## config.mk

```make
export PLATFORM = sky130hd
export DESIGN_NAME = alu_bit_ops_exec
export DESIGN_NICKNAME = d
export VERILOG_FILES = /design/src/alu_bit_ops_pkg.sv /design/src/alu_bit_ops_exec.sv
export SDC_FILE = /design/constraint.sdc
export NUM_CORES = 1
export LEC_CHECK = 0
export ABC_AREA = 1
export BUFFER_PORTS_ARGS = -buffer_cell sky130_fd_sc_hd__buf_4
export CAP_MARGIN = 0
export CORE_UTILIZATION = 48
export DETAILED_ROUTE_END_ITERATION = 10
export PLACE_DENSITY = 0.76
export RECOVER_POWER = 100
export SLEW_MARGIN = 20
export SYNTH_ARGS = -nofsm -noshare
export SYNTH_HDL_FRONTEND = slang
export SYNTH_SLANG_ARGS = --single-unit
```

## constraint.sdc

```tcl
create_clock -name CLK -period 1.49 [get_ports CLK]
set_input_delay 0 -clock CLK [delete_from_list [all_inputs] [get_ports CLK]]
set_output_delay 0 -clock CLK [all_outputs]
set_load 0.03 [all_outputs]
```

## src/alu_bit_ops_pkg.sv

```systemverilog
// alu_bit_ops_pkg: widths, reset values, operation codes and states of the
// accumulator / bit-operation execute stage.
// assumes the decoder and the register file share these codes and widths.
package alu_bit_ops_pkg;

   ////////////////////////////////////////////////////////////////////////////
   // widths
   localparam int DATA_W = 8;
   localparam int ADDR_W = 7;
   localparam int BIT_W = 3;
   localparam int NIBBLE_W = 4;

   ////////////////////////////////////////////////////////////////////////////
   // reset values and the single-bit mask base
   localparam logic [DATA_W-1:0] ACCUM_RST = 8'h00;
   localparam logic [ADDR_W-1:0] ADDR_RST = 7'h00;
   localparam logic FLAG_RST = 1'b0;
   localparam logic [DATA_W-1:0] BIT_ONE = 8'h01;

   // destination select values for byte-oriented file operations
   localparam logic DEST_ACCUM = 1'b0;
   localparam logic DEST_FILE = 1'b1;

   ////////////////////////////////////////////////////////////////////////////
   // operations carried out by this stage
   typedef enum logic [2:0] {
      add_immediate_to_accum = 3'h0,
      add_accum_with_file = 3'h1,
      and_immediate_into_accum = 3'h2,
      and_accum_with_file = 3'h3,
      file_bit_clear = 3'h4,
      file_bit_set = 3'h5,
      test_skip_if_zero_bit = 3'h6,
      test_skip_if_one_bit = 3'h7
   } op_t;

   // execute state, one-hot
   typedef enum logic [1:0] {
      ST_EXEC = 2'b01,
      ST_SKIP = 2'b10
   } state_t;

endpackage

```

## src/alu_bit_ops_exec.sv

```systemverilog
// alu_bit_ops_exec: execute stage for add, and, bit set/clear and
// bit-test-and-skip operations of an 8-bit core.
// assumes the register file answers FILE_RDATA combinationally for
// OP_FILE_ADDR in the same cycle, and takes FILE_WE/ADDR/WDATA one cycle later.
`timescale 1ns/1ps
`default_nettype none

module alu_bit_ops_exec
   import alu_bit_ops_pkg::*;
(
   input wire logic CLK,
   input wire logic RESETN,
   input wire logic OP_VALID,
   output logic OP_READY,
   input wire op_t OP_CODE,
   input wire logic [DATA_W-1:0] OP_IMM,
   input wire logic [ADDR_W-1:0] OP_FILE_ADDR,
   input wire logic [BIT_W-1:0] OP_BIT_SEL,
   input wire logic OP_DEST,
   input wire logic [DATA_W-1:0] FILE_RDATA,
   input wire logic FILE_IS_PORT,
   input wire logic [DATA_W-1:0] PIN_LEVELS,
   input wire logic FILE_IS_TIMER,
   input wire logic PRESCALER_ON_TIMER,
   output logic FILE_WE,
   output logic [ADDR_W-1:0] FILE_WADDR,
   output logic [DATA_W-1:0] FILE_WDATA,
   output logic [DATA_W-1:0] ACCUM,
   output logic CARRY,
   output logic NIBBLE_CARRY,
   output logic ZERO,
   output logic SKIPPING,
   output logic PRESCALER_CLR
);

   ////////////////////////////////////////////////////////////////////////////
   // reset release: asynchronous assert, two-flop synchronous release
   logic rst_meta_reg;
   logic rst_n;

   always_ff @(posedge CLK or negedge RESETN) begin
      if (!RESETN) begin
         rst_meta_reg <= 1'b0;
         rst_n <= 1'b0;
      end else begin
         rst_meta_reg <= 1'b1;
         rst_n <= rst_meta_reg;
      end
   end

   ////////////////////////////////////////////////////////////////////////////
   // pin synchroniser; only the second stage is read by logic
   logic [DATA_W-1:0] pin_meta_reg;
   logic [DATA_W-1:0] pin_sync_reg;

   always_ff @(posedge CLK or negedge rst_n) begin
      if (!rst_n) begin
         pin_meta_reg <= ACCUM_RST;
         pin_sync_reg <= ACCUM_RST;
      end else begin
         pin_meta_reg <= PIN_LEVELS;
         pin_sync_reg <= pin_meta_reg;
      end
   end

   ////////////////////////////////////////////////////////////////////////////
   // operand selection and arithmetic
   state_t state_reg;
   state_t state_next;
   logic [DATA_W-1:0] accum_reg;
   logic [DATA_W-1:0] accum_next;
   logic carry_reg;
   logic carry_next;
   logic dc_reg;
   logic dc_next;
   logic zero_reg;
   logic zero_next;
   logic we_reg;
   logic we_next;
   logic [ADDR_W-1:0] waddr_reg;
   logic [ADDR_W-1:0] waddr_next;
   logic [DATA_W-1:0] wdata_reg;
   logic [DATA_W-1:0] wdata_next;
   logic pclr_reg;
   logic pclr_next;

   logic issue;
   logic [DATA_W-1:0] file_val;
   logic [DATA_W-1:0] add_rhs;
   logic [DATA_W:0] sum;
   logic [NIBBLE_W:0] nibble_sum;
   logic [DATA_W-1:0] bit_mask;
   logic test_bit;

   // an instruction is only taken while not in the discarded slot
   assign OP_READY = (state_reg == ST_EXEC);
   assign issue = OP_VALID && OP_READY;

   // port reads take the pin levels, since a latch may disagree with an input pin
   assign file_val = FILE_IS_PORT ? pin_sync_reg : FILE_RDATA;
   assign add_rhs = (OP_CODE == add_immediate_to_accum) ? OP_IMM : file_val;
   assign sum = {1'b0, accum_reg} + {1'b0, add_rhs};
   assign nibble_sum = {1'b0, accum_reg[NIBBLE_W-1:0]} + {1'b0, add_rhs[NIBBLE_W-1:0]};
   assign bit_mask = BIT_ONE << OP_BIT_SEL;
   assign test_bit = file_val[OP_BIT_SEL];

   ////////////////////////////////////////////////////////////////////////////
   // next-state computation for the whole execute stage
   always_comb begin
      state_next = ST_EXEC;
      accum_next = accum_reg;
      carry_next = carry_reg;
      dc_next = dc_reg;
      zero_next = zero_reg;
      we_next = 1'b0;
      waddr_next = waddr_reg;
      wdata_next = wdata_reg;
      pclr_next = 1'b0;
      if (issue) begin
         waddr_next = OP_FILE_ADDR;
         case (OP_CODE)
            add_immediate_to_accum: begin
               accum_next = sum[DATA_W-1:0];
               carry_next = sum[DATA_W];
               dc_next = nibble_sum[NIBBLE_W];
               zero_next = (sum[DATA_W-1:0] == ACCUM_RST);
            end
            add_accum_with_file: begin
               carry_next = sum[DATA_W];
               dc_next = nibble_sum[NIBBLE_W];
               zero_next = (sum[DATA_W-1:0] == ACCUM_RST);
               if (OP_DEST == DEST_ACCUM) begin
                  accum_next = sum[DATA_W-1:0];
               end else begin
                  we_next = 1'b1;
                  wdata_next = sum[DATA_W-1:0];
               end
            end
            and_immediate_into_accum: begin
               accum_next = accum_reg & OP_IMM;
               zero_next = ((accum_reg & OP_IMM) == ACCUM_RST);
            end
            and_accum_with_file: begin
               zero_next = ((accum_reg & file_val) == ACCUM_RST);
               if (OP_DEST == DEST_ACCUM) begin
                  accum_next = accum_reg & file_val;
               end else begin
                  we_next = 1'b1;
                  wdata_next = accum_reg & file_val;
               end
            end
            file_bit_clear: begin
               we_next = 1'b1;
               wdata_next = file_val & ~bit_mask;
            end
            file_bit_set: begin
               we_next = 1'b1;
               wdata_next = file_val | bit_mask;
            end
            test_skip_if_zero_bit: begin
               // flags and registers stay; only the slot after is discarded
               state_next = test_bit ? ST_EXEC : ST_SKIP;
            end
            test_skip_if_one_bit: begin
               state_next = test_bit ? ST_SKIP : ST_EXEC;
            end
            default: begin
               state_next = ST_EXEC;
            end
         endcase
         // any write back onto the timer counter restarts the prescaler while PRESCALER_ON_TIMER is set
         pclr_next = we_next && FILE_IS_TIMER && PRESCALER_ON_TIMER;
      end
   end

   ////////////////////////////////////////////////////////////////////////////
   // state registers
   always_ff @(posedge CLK or negedge rst_n) begin
      if (!rst_n) begin
         state_reg <= ST_EXEC;
         accum_reg <= ACCUM_RST;
         carry_reg <= FLAG_RST;
         dc_reg <= FLAG_RST;
         zero_reg <= FLAG_RST;
         we_reg <= 1'b0;
         waddr_reg <= ADDR_RST;
         wdata_reg <= ACCUM_RST;
         pclr_reg <= 1'b0;
      end else begin
         state_reg <= state_next;
         accum_reg <= accum_next;
         carry_reg <= carry_next;
         dc_reg <= dc_next;
         zero_reg <= zero_next;
         we_reg <= we_next;
         waddr_reg <= waddr_next;
         wdata_reg <= wdata_next;
         pclr_reg <= pclr_next;
      end
   end

   // all data outputs straight from flops
   assign ACCUM = accum_reg;
   assign CARRY = carry_reg;
   assign NIBBLE_CARRY = dc_reg;
   assign ZERO = zero_reg;
   assign FILE_WE = we_reg;
   assign FILE_WADDR = waddr_reg;
   assign FILE_WDATA = wdata_reg;
   assign SKIPPING = (state_reg == ST_SKIP);
   assign PRESCALER_CLR = pclr_reg;

   ////////////////////////////////////////////////////////////////////////////
   // checks
   property p_add_imm;
      @(posedge CLK) disable iff (!rst_n)
      (issue && OP_CODE == add_immediate_to_accum)
      |=> (ACCUM == 8'($past(accum_reg) + $past(OP_IMM))) && !FILE_WE;
   endproperty
   a_add_imm: assert property (p_add_imm) else $error("add immediate result wrong");

   property p_add_file_flags;
      @(posedge CLK) disable iff (!rst_n)
      (issue && OP_CODE == add_accum_with_file)
      |=> (CARRY == (({1'b0, $past(accum_reg)} + {1'b0, $past(file_val)}) > 9'h0ff))
          && (NIBBLE_CARRY == (({1'b0, $past(accum_reg[3:0])} + {1'b0, $past(file_val[3:0])}) > 5'h0f))
          && (ZERO == (8'($past(accum_reg) + $past(file_val)) == 8'h00));
   endproperty
   a_add_file_flags: assert property (p_add_file_flags) else $error("add with file flags wrong");

   property p_dest_sel;
      @(posedge CLK) disable iff (!rst_n)
      (issue && (OP_CODE == add_accum_with_file || OP_CODE == and_accum_with_file))
      |=> (FILE_WE == $past(OP_DEST)) && (FILE_WE ? $stable(ACCUM) : $stable(FILE_WDATA));
   endproperty
   a_dest_sel: assert property (p_dest_sel) else $error("destination select not honoured");

   property p_bit_clear;
      @(posedge CLK) disable iff (!rst_n)
      (issue && OP_CODE == file_bit_clear)
      |=> FILE_WE && (FILE_WDATA == ($past(file_val) & ~(8'h01 << $past(OP_BIT_SEL))))
          && $stable(CARRY) && $stable(NIBBLE_CARRY) && $stable(ZERO);
   endproperty
   a_bit_clear: assert property (p_bit_clear) else $error("bit clear wrong");

   property p_bit_set;
      @(posedge CLK) disable iff (!rst_n)
      (issue && OP_CODE == file_bit_set)
      |=> FILE_WE && (FILE_WDATA == ($past(file_val) | (8'h01 << $past(OP_BIT_SEL))))
          && $stable(ZERO) && $stable(ACCUM);
   endproperty
   a_bit_set: assert property (p_bit_set) else $error("bit set wrong");

   property p_and_imm;
      @(posedge CLK) disable iff (!rst_n)
      (issue && OP_CODE == and_immediate_into_accum)
      |=> (ACCUM == ($past(accum_reg) & $past(OP_IMM))) && $stable(CARRY) && $stable(NIBBLE_CARRY);
   endproperty
   a_and_imm: assert property (p_and_imm) else $error("and immediate wrong");

   property p_and_file;
      @(posedge CLK) disable iff (!rst_n)
      (issue && OP_CODE == and_accum_with_file && OP_DEST == 1'b1)
      |=> (FILE_WDATA == ($past(accum_reg) & $past(file_val))) && $stable(CARRY) && $stable(ACCUM);
   endproperty
   a_and_file: assert property (p_and_file) else $error("and with file wrong");

   property p_skip_zero;
      @(posedge CLK) disable iff (!rst_n)
      (issue && OP_CODE == test_skip_if_zero_bit && !test_bit)
      |=> SKIPPING && !OP_READY ##1 !SKIPPING && !FILE_WE;
   endproperty
   a_skip_zero: assert property (p_skip_zero) else $error("skip if zero did not skip once");

   property p_no_skip;
      @(posedge CLK) disable iff (!rst_n)
      (issue && ((OP_CODE == test_skip_if_zero_bit && test_bit) || (OP_CODE == test_skip_if_one_bit && !test_bit)))
      |=> !SKIPPING && OP_READY;
   endproperty
   a_no_skip: assert property (p_no_skip) else $error("false test skipped");

   property p_skip_one;
      @(posedge CLK) disable iff (!rst_n)
      (issue && OP_CODE == test_skip_if_one_bit && test_bit)
      |=> (SKIPPING && $stable(CARRY) && $stable(NIBBLE_CARRY) && $stable(ZERO) && $stable(ACCUM)) [*1]
          ##1 (!SKIPPING && $stable(ZERO) && $stable(ACCUM) && !FILE_WE);
   endproperty
   a_skip_one: assert property (p_skip_one) else $error("skip if one wrong or flags moved");

   property p_port_read;
      @(posedge CLK) disable iff (!rst_n)
      (issue && FILE_IS_PORT && OP_CODE == file_bit_set)
      |=> FILE_WDATA == ($past(pin_sync_reg) | (8'h01 << $past(OP_BIT_SEL)));
   endproperty
   a_port_read: assert property (p_port_read) else $error("port write-back not from pins");

   property p_prescaler;
      @(posedge CLK) disable iff (!rst_n)
      PRESCALER_CLR == (FILE_WE && $past(issue) && $past(FILE_IS_TIMER) && $past(PRESCALER_ON_TIMER));
   endproperty
   a_prescaler: assert property (p_prescaler) else $error("prescaler clear mismatch");

   property p_add_imm_flags;
      @(posedge CLK) disable iff (!rst_n)
      (issue && OP_CODE == add_immediate_to_accum)
      |=> (CARRY == (({1'b0, $past(accum_reg)} + {1'b0, $past(OP_IMM)}) > 9'h0ff))
          && (NIBBLE_CARRY == (({1'b0, $past(accum_reg[3:0])} + {1'b0, $past(OP_IMM[3:0])}) > 5'h0f))
          && (ZERO == (ACCUM == 8'h00));
   endproperty
   a_add_imm_flags: assert property (p_add_imm_flags) else $error("add flags wrong");

endmodule

`default_nettype wire

```

==> results.json, run 1 <==
{
  "violations": "negative setup slack",
  "setup_viol": 17,
  "cts_buffers": 5,
  "io_pins": 74,
  "min_from": "OP_CODE[0]",
  "ys_top_cells_by_area": "dfrtp_1 41%, nand2_1 19%, inv_1 6.4%",
  "ys.flop_type": "dfrtp_1",
  "cp-startpoint": "pin_sync_reg[0]",
  "syn_area_um2": 2888,
  "synth_seq_cells": 48,
  "die_x_um": 79.57,
  "rr_worst_depth": 13,
  "preCtsSetupSlack_ps": -686.9,
  "min_period_ps": 2155,
  "crit_arrival_ps": 2410,
  "yosysWarnings": 0,
  "worst_pin_slew_ps": 631.9,
  "crit_fanout": 3,
  "fmax_mhz": 464.1,
  "grt_max_degree": 25,
  "dp.cells": 621,
  "viasPerCell": 5.483,
  "die-area_um2": 6331,
  "wl_um": 11180,
  "grt_pass1_vias": 3394,
  "fin_nets": 651,
  "gr-total-overflow": 0,
  "diodes": 0,
  "ant_nets": 0,
  "via_count": 3668,
  "slew_violations": 0,
  "avgSynthCellArea_um2": 6.958,
  "drc": 0,
  "post-route-util": 0.8461,
  "status": "finished, violations left",
  "place_congestion": 1.016,
  "drv_cap": 0,
  "cp_num_buf_inv": 1,
  "hp-class": "input pin to flip-flop",
  "place_hpwl_um": 7626,
  "die_height_um": 79.57,
  "seq_area_frac_synth": 0.4164,
  "skew_ps": 11.29,
  "critPathCaptureType": "flip-flop",
  "grt_pass1_wl_um": 16730,
  "total_power_w": 0.007237,
  "grt.total_usage": 0.3597,
  "max_slew_margin": 0.5788,
  "cpMostUsedCell": "nand2_1",
  "critPathLaunchType": "flip-flop",
  "grt_setup_unrepaired": "yes",
  "post-route-period-util": 1.446,
  "yosysTopAreaCellShare": 0.4073,
  "num_rows": 27,
  "initial_utilization": 0.5119,
  "ir_worst_vdd_mv": 1.249,
  "layout_setup_ws_ps": -664.9,
  "cts_root_buf": "clkbuf_8",
  "max_stage_delay_ps": 410,
  "h-tree-depth": 2,
  "insertion_delay_ps": 310,
  "clock_sinks": 48,
  "drive_above_1_share": 0.3936,
  "ys_types": 27,
  "async_reset_ff_frac": 1.000,
  "powerDensity_nw_per_um2": 1516,
  "area_growth_pct": 65.29,
  "yosysTopAreaCell": "dfrtp_1",
  "ff2ff_setup_slack_ps": -660,
  "layoutNonFillerInstCount": 669,
  "timing.rr.start": "pin_sync_reg[0]",
  "worst_path_max_delay_cell": "fa_2",
  "clk_path_buf_depth": 2,
  "r2r_end": "FILE_WDATA[4]",
  "min_to": "state_reg[0]",
  "yosysMostFrequentCell": "nand2_1",
  "synth_enable_flop_cells": 0,
  "cp_cell_sequence": "nand2_1 > inv_2 > nor2_4 > o21ai_2 > ha_4 > fa_2 > nand3_2 > nand3_2 > nand2_2 > nand2_2 > o211ai_1 > nand2_1 > nand2_1",
  "grt_antenna_before_repair": 0,
  "cp_data_required_time_ps": 1750,
  "criticalPathCategory": "flip-flop to flip-flop",
  "core_um2": 5642,
  "io_buffer_count": 73,
  "synthCells": 415,
  "drt-initial-drc-count": 423,
  "setup_tns_ps": -8128,
  "ys_top_cells_by_count": "147 x nand2_1, 49 x inv_1, 47 x dfrtp_1",
  "critical-path-top-delay-family": "simple AND/OR/NAND/NOR gates",
  "first_pass_iters": 7,
  "fillerInstances": 330,
  "cts_tree": "built",
  "cts.reportedPaths.clkPinSlew_ps": 90,
  "syn-num-nets": 470,
  "hold_depth": 4,
  "cellLeakagePower_nw": 2.464,
  "avgRoutedWirePerCell_um": 16.71,
  "final_hold_viol_count": 0
}
## where the power goes
part / switching, W / internal, W / total [W]
combinational: 0.00265 / 0.00193 / 0.00457
clock: 0.000467 / 0.000380 / 0.000848
sequential: 0.000232 / 0.00158 / 0.00182
## layout by cell type (no fill, tap or decap), types with 12 or more instances in the layout
cell	n
dlygate4sd3_1	19
o21ai_0	15
buf_4	112
clkbuf_1	24
dfrtp_1	43
inv_1	42
nand2_2	26
nand4_1	12
buf_6	12
nor2_1	39
nand2_1	119
nand3_1	24
## logic make-up (layout without fill, tap and decap cells)
kind of cell	after synthesis	in the layout	synth area share
flip-flops	48	48	0.4164
AO/OA/AOI/OAI	54	54	0.1031
AND/OR/NAND/NOR	241	241	0.3458
adder cells (fa/ha/maj)	11	11	0.05026
XOR/XNOR	1	1	0.003033
other	1	1	0.001299
buffers and inverters	59	241	0.08016
## worst register-to-register path: stages (launching register included)
cell,delay (ps)
dfrtp_1,380
nand2_1,80
inv_2,50
nor2_4,140
o21ai_2,90
ha_4,170
fa_2,410
nand3_2,100
nand3_2,90
nand2_2,80
nand2_2,80
o211ai_1,260
nand2_1,100
nand2_1,70
## worst max path at each step
stage                    end  slack [ps]  depth (start not counted)
2_1_floorplan           ZERO        -360                         13
3_5_place_dp   FILE_WDATA[4]        -690                         13
3_3_place_gp   FILE_WDATA[4]        -670                         13
5_1_grt        FILE_WDATA[4]        -770                         13
6_report       FILE_WDATA[4]        -660                         13
4_1_cts                 ZERO        -600                         13
## stage by stage
stage / hold WS, ps / area (µm²)
after floorplan: -295.6 / 2965
after global placement: -217.8 / 4064
after detailed placement: -216.7 / 4064
after CTS: 43.46 / 4697
after global routing: 58.52 / 4773
final: 39.81 / 4773
## metal layers
metal  global-route usage  vias to the layer above  routed length (µm)
met3              0.08571                       68                 994
met2               0.6000                      241                5362
met1               0.4474                     1669                4230
met5                    0                        -                   0
li1                     -                     1690                   -
met4               0.1382                        0                 594
## area by class of cell
cell class	instances	area, µm²	share of cell area
Multi-Input combinational cell	308	1818	0.3809
Timing Repair Buffer	179	1354	0.2836
Tap cell	72	90.09	0.01887
Inverter	54	207.7	0.04351
Sequential cell	48	1207	0.2529
Clock buffer	6	82.58	0.01730
Clock inverter	2	13.76	0.002883
## what timing repair did
item,in CTS,in global routing
setup buffers,20,8
hold buffers,19,0
endpoints found under the setup margin,19,21
hold endpoints to repair,18,0
resized for setup,52,40
pin swaps,36,33
cloned,0,0
Power figures use the tool's default switching activity.
==> run 2: changes to the inputs <==
--- a/config.mk
+++ b/config.mk
@@ -5,12 +5,11 @@
 export SDC_FILE = /design/constraint.sdc
 export NUM_CORES = 1
 export LEC_CHECK = 0
-export ABC_AREA = 1
 export BUFFER_PORTS_ARGS = -buffer_cell sky130_fd_sc_hd__buf_4
 export CAP_MARGIN = 0
 export CORE_UTILIZATION = 48
 export DETAILED_ROUTE_END_ITERATION = 10
-export PLACE_DENSITY = 0.76
+export PLACE_DENSITY = 0.77
 export RECOVER_POWER = 100
 export SLEW_MARGIN = 20
 export SYNTH_ARGS = -nofsm -noshare
==> run 2 against run 1 <==
Fmax fell by 25%. Via count is 6.7% lower. Design area rose by 0.26%. Register-to-register slack worse by 720 ps. Die area shrank 4.5%. Global-route usage is 2.4 points lower. The flow still finishes with violations (negative setup slack). Largest cell class unchanged. Largest power group unchanged.
==> results.json, run 2 <==
{
  "final_common_cell": "buf_4",
  "ant_nets": 0,
  "die_height_um": 77.75,
  "die_x_um": 77.75,
  "clk_path_buf_depth": 2,
  "total_power_w": 0.008254,
  "grtUsageMet3": 0.05882,
  "cts.reportedPaths.clkPinSlew_ps": 110,
  "cts_root_buf": "clkbuf_8",
  "criticalPathCategory": "flip-flop to flip-flop",
  "hold_depth": 4,
  "grt_use_met2": 0.6018,
  "synth_seq_cells": 48,
  "initial_utilization": 0.5001,
  "layout_setup_ws_ps": -1383,
  "place_hpwl_um": 6405,
  "min_period_ps": 2873,
  "post-route-period-util": 1.928,
  "drv_cap": 0,
  "crit_arrival_ps": 3120,
  "die-area_um2": 6044,
  "crit_fanout": 3,
  "place_congestion": 0.9178,
  "via_count": 3421,
  "skew_ps": 10.71,
  "critPathCaptureType": "flip-flop",
  "yosysMostFrequentCell": "dfrtp_1",
  "cp_data_required_time_ps": 1740,
  "yosysTopAreaCell": "dfrtp_1",
  "core_um2": 5507,
  "grt_max_degree": 27,
  "fin_nets": 531,
  "diodes": 0,
  "gr-total-overflow": 0,
  "synthCells": 305,
  "cellLeakagePower_nw": 2.160,
  "busiest_layer": "met2",
  "final_hold_viol_count": 0,
  "io_buffer_count": 73,
  "critPathLaunchType": "flip-flop",
  "cts_buffers": 5,
  "fmax_mhz": 348.1,
  "cts_tree": "built",
  "async_reset_ff_frac": 1.000,
  "grt.total_usage": 0.3361,
  "num_rows": 27,
  "grt_antenna_before_repair": 0,
  "drc": 0,
  "yosysTopAreaCellShare": 0.4271,
  "seq_area_frac_synth": 0.4366,
  "ys_top_cells_by_area": "dfrtp_1 43%, a21oi_1 7.3%, nand2_1 5.0%",
  "synth_enable_flop_cells": 0,
  "mostFrequentLayoutCells": "137 x buf_4, 46 x dfrtp_1, 34 x nand2_1",
  "first_pass_iters": 8,
  "viasPerCell": 6.231,
  "ys.flop_type": "dfrtp_1",
  "powerDensity_nw_per_um2": 1725,
  "met1_usage": 0.3925,
  "rr_worst_depth": 9,
  "ir_worst_vdd_mv": 1.080,
  "syn-num-nets": 360,
  "drt-initial-drc-count": 485,
  "worst_pin_slew_ps": 526.8,
  "avgSynthCellArea_um2": 9.029,
  "insertion_delay_ps": 320,
  "grt_pass1_vias": 3118,
  "grt_setup_unrepaired": "yes",
  "ys_top_cells_by_count": "47 x dfrtp_1, 40 x a21oi_1, 37 x nand2_1",
  "violations": "negative setup slack",
  "io_pins": 74,
  "grt_pass1_wl_um": 15260,
  "area_growth_pct": 73.78,
  "yosysWarnings": 0,
  "drive_above_1_share": 0.4885,
  "hp-class": "input pin to flip-flop",
  "avgRoutedWirePerCell_um": 22.94,
  "syn_area_um2": 2754,
  "post-route-util": 0.8691,
  "ys_types": 50,
  "slew_violations": 0,
  "setup_viol": 21,
  "status": "finished, violations left",
  "clock_sinks": 48,
  "wl_um": 12600,
  "h-tree-depth": 2,
  "max_slew_margin": 0.6451
}
run 2: changes by cell type in the layout (fill, tap and decap cells not counted), moves of 12 or more:
cell      delta
a21oi_1     +12
buf_4       +25
clkbuf_1    -24
inv_1       -34
nand2_1     -85
nand2_2     -26
nand3_1     -21
run 2: routing by layer:
metal  vias to the layer above  wire (µm)
li1                       1418          -
met1                      1608       4240
met2                       280       6078
met3                       115       1132
met4                         0       1144
met5                         -          0
run 2: through the flow:
step / hold slack (ps) / cells / cell area [µm²] / setup TNS, ps / setup WS, ps
finish: 72.97 / 549 / 4786 / -15170 / -1383
global route: 123.5 / 549 / 4786 / -16180 / -1416
CTS: 0.8048 / 537 / 4466 / -12740 / -1281
detailed placement: -215.8 / 506 / 3906 / -17080 / -1367
global placement: -216.0 / 506 / 3906 / -16180 / -1319
floorplan: -295.6 / 305 / 2834 / -12120 / -1408
run 2: critical path: stages (launching register included):
cell and delay (ps):
dfrtp_1 390, mux2i_2 200, a21oi_1 110, ha_2 210, fa_2 400, xor2_1 180, or4_1 500, or3b_1 360
o41a_1 320, a21oi_1 140
run 2: logic make-up after synthesis:
group                    count (synthesis)  synth area share
AO/OA/AOI/OAI                           84            0.1804
adder cells (fa/ha/maj)                 11           0.05270
XOR/XNOR                                 7           0.02226
multiplexers                            16           0.06815
other                                    1          0.001362
buffers and inverters                   23           0.03771
flip-flops                              48            0.4366
AND/OR/NAND/NOR                        115            0.2008
run 2: worst paths after layout:
path                                       from             to  slack [ps]
worst max-delay path            pin_sync_reg[0]           ZERO       -1380
worst max register to register  pin_sync_reg[0]           ZERO       -1380
min in group asynchronous                 rst_n  FILE_WADDR[2]         250
max in group asynchronous                RESETN          rst_n         270
worst min register to register            rst_n  FILE_WADDR[2]         250
worst min-delay path                  OP_IMM[6]       ACCUM[6]          70
run 2: final cells by class:
class,instances,area [µm²]
well taps,72,90.09
inverters,8,30.03
fillers,246,720.7
clock inverters,3,68.82
repair buffers,179,1451
multi-input cells,234,1873
clock buffers,5,68.82
flip-flops and latches,48,1204
run 2: report_power, final:
part	switching (W)	internal (W)	leakage, nW	total [W]
logic	0.00280	0.00244	1.52	0.00524
clock network	0.000510	0.000676	0.0687	0.00119
registers	0.000244	0.00159	0.570	0.00183
run 2: what timing repair did:
action | 4_1_cts | 5_1_grt
setup buffers | 9 | 16
pin swaps | 25 | 38
hold endpoints to repair | 18 | 1
endpoints found under the setup margin | 21 | 22
gates resized for setup | 42 | 40
gates cloned | 0 | 0
hold buffers | 19 | 1
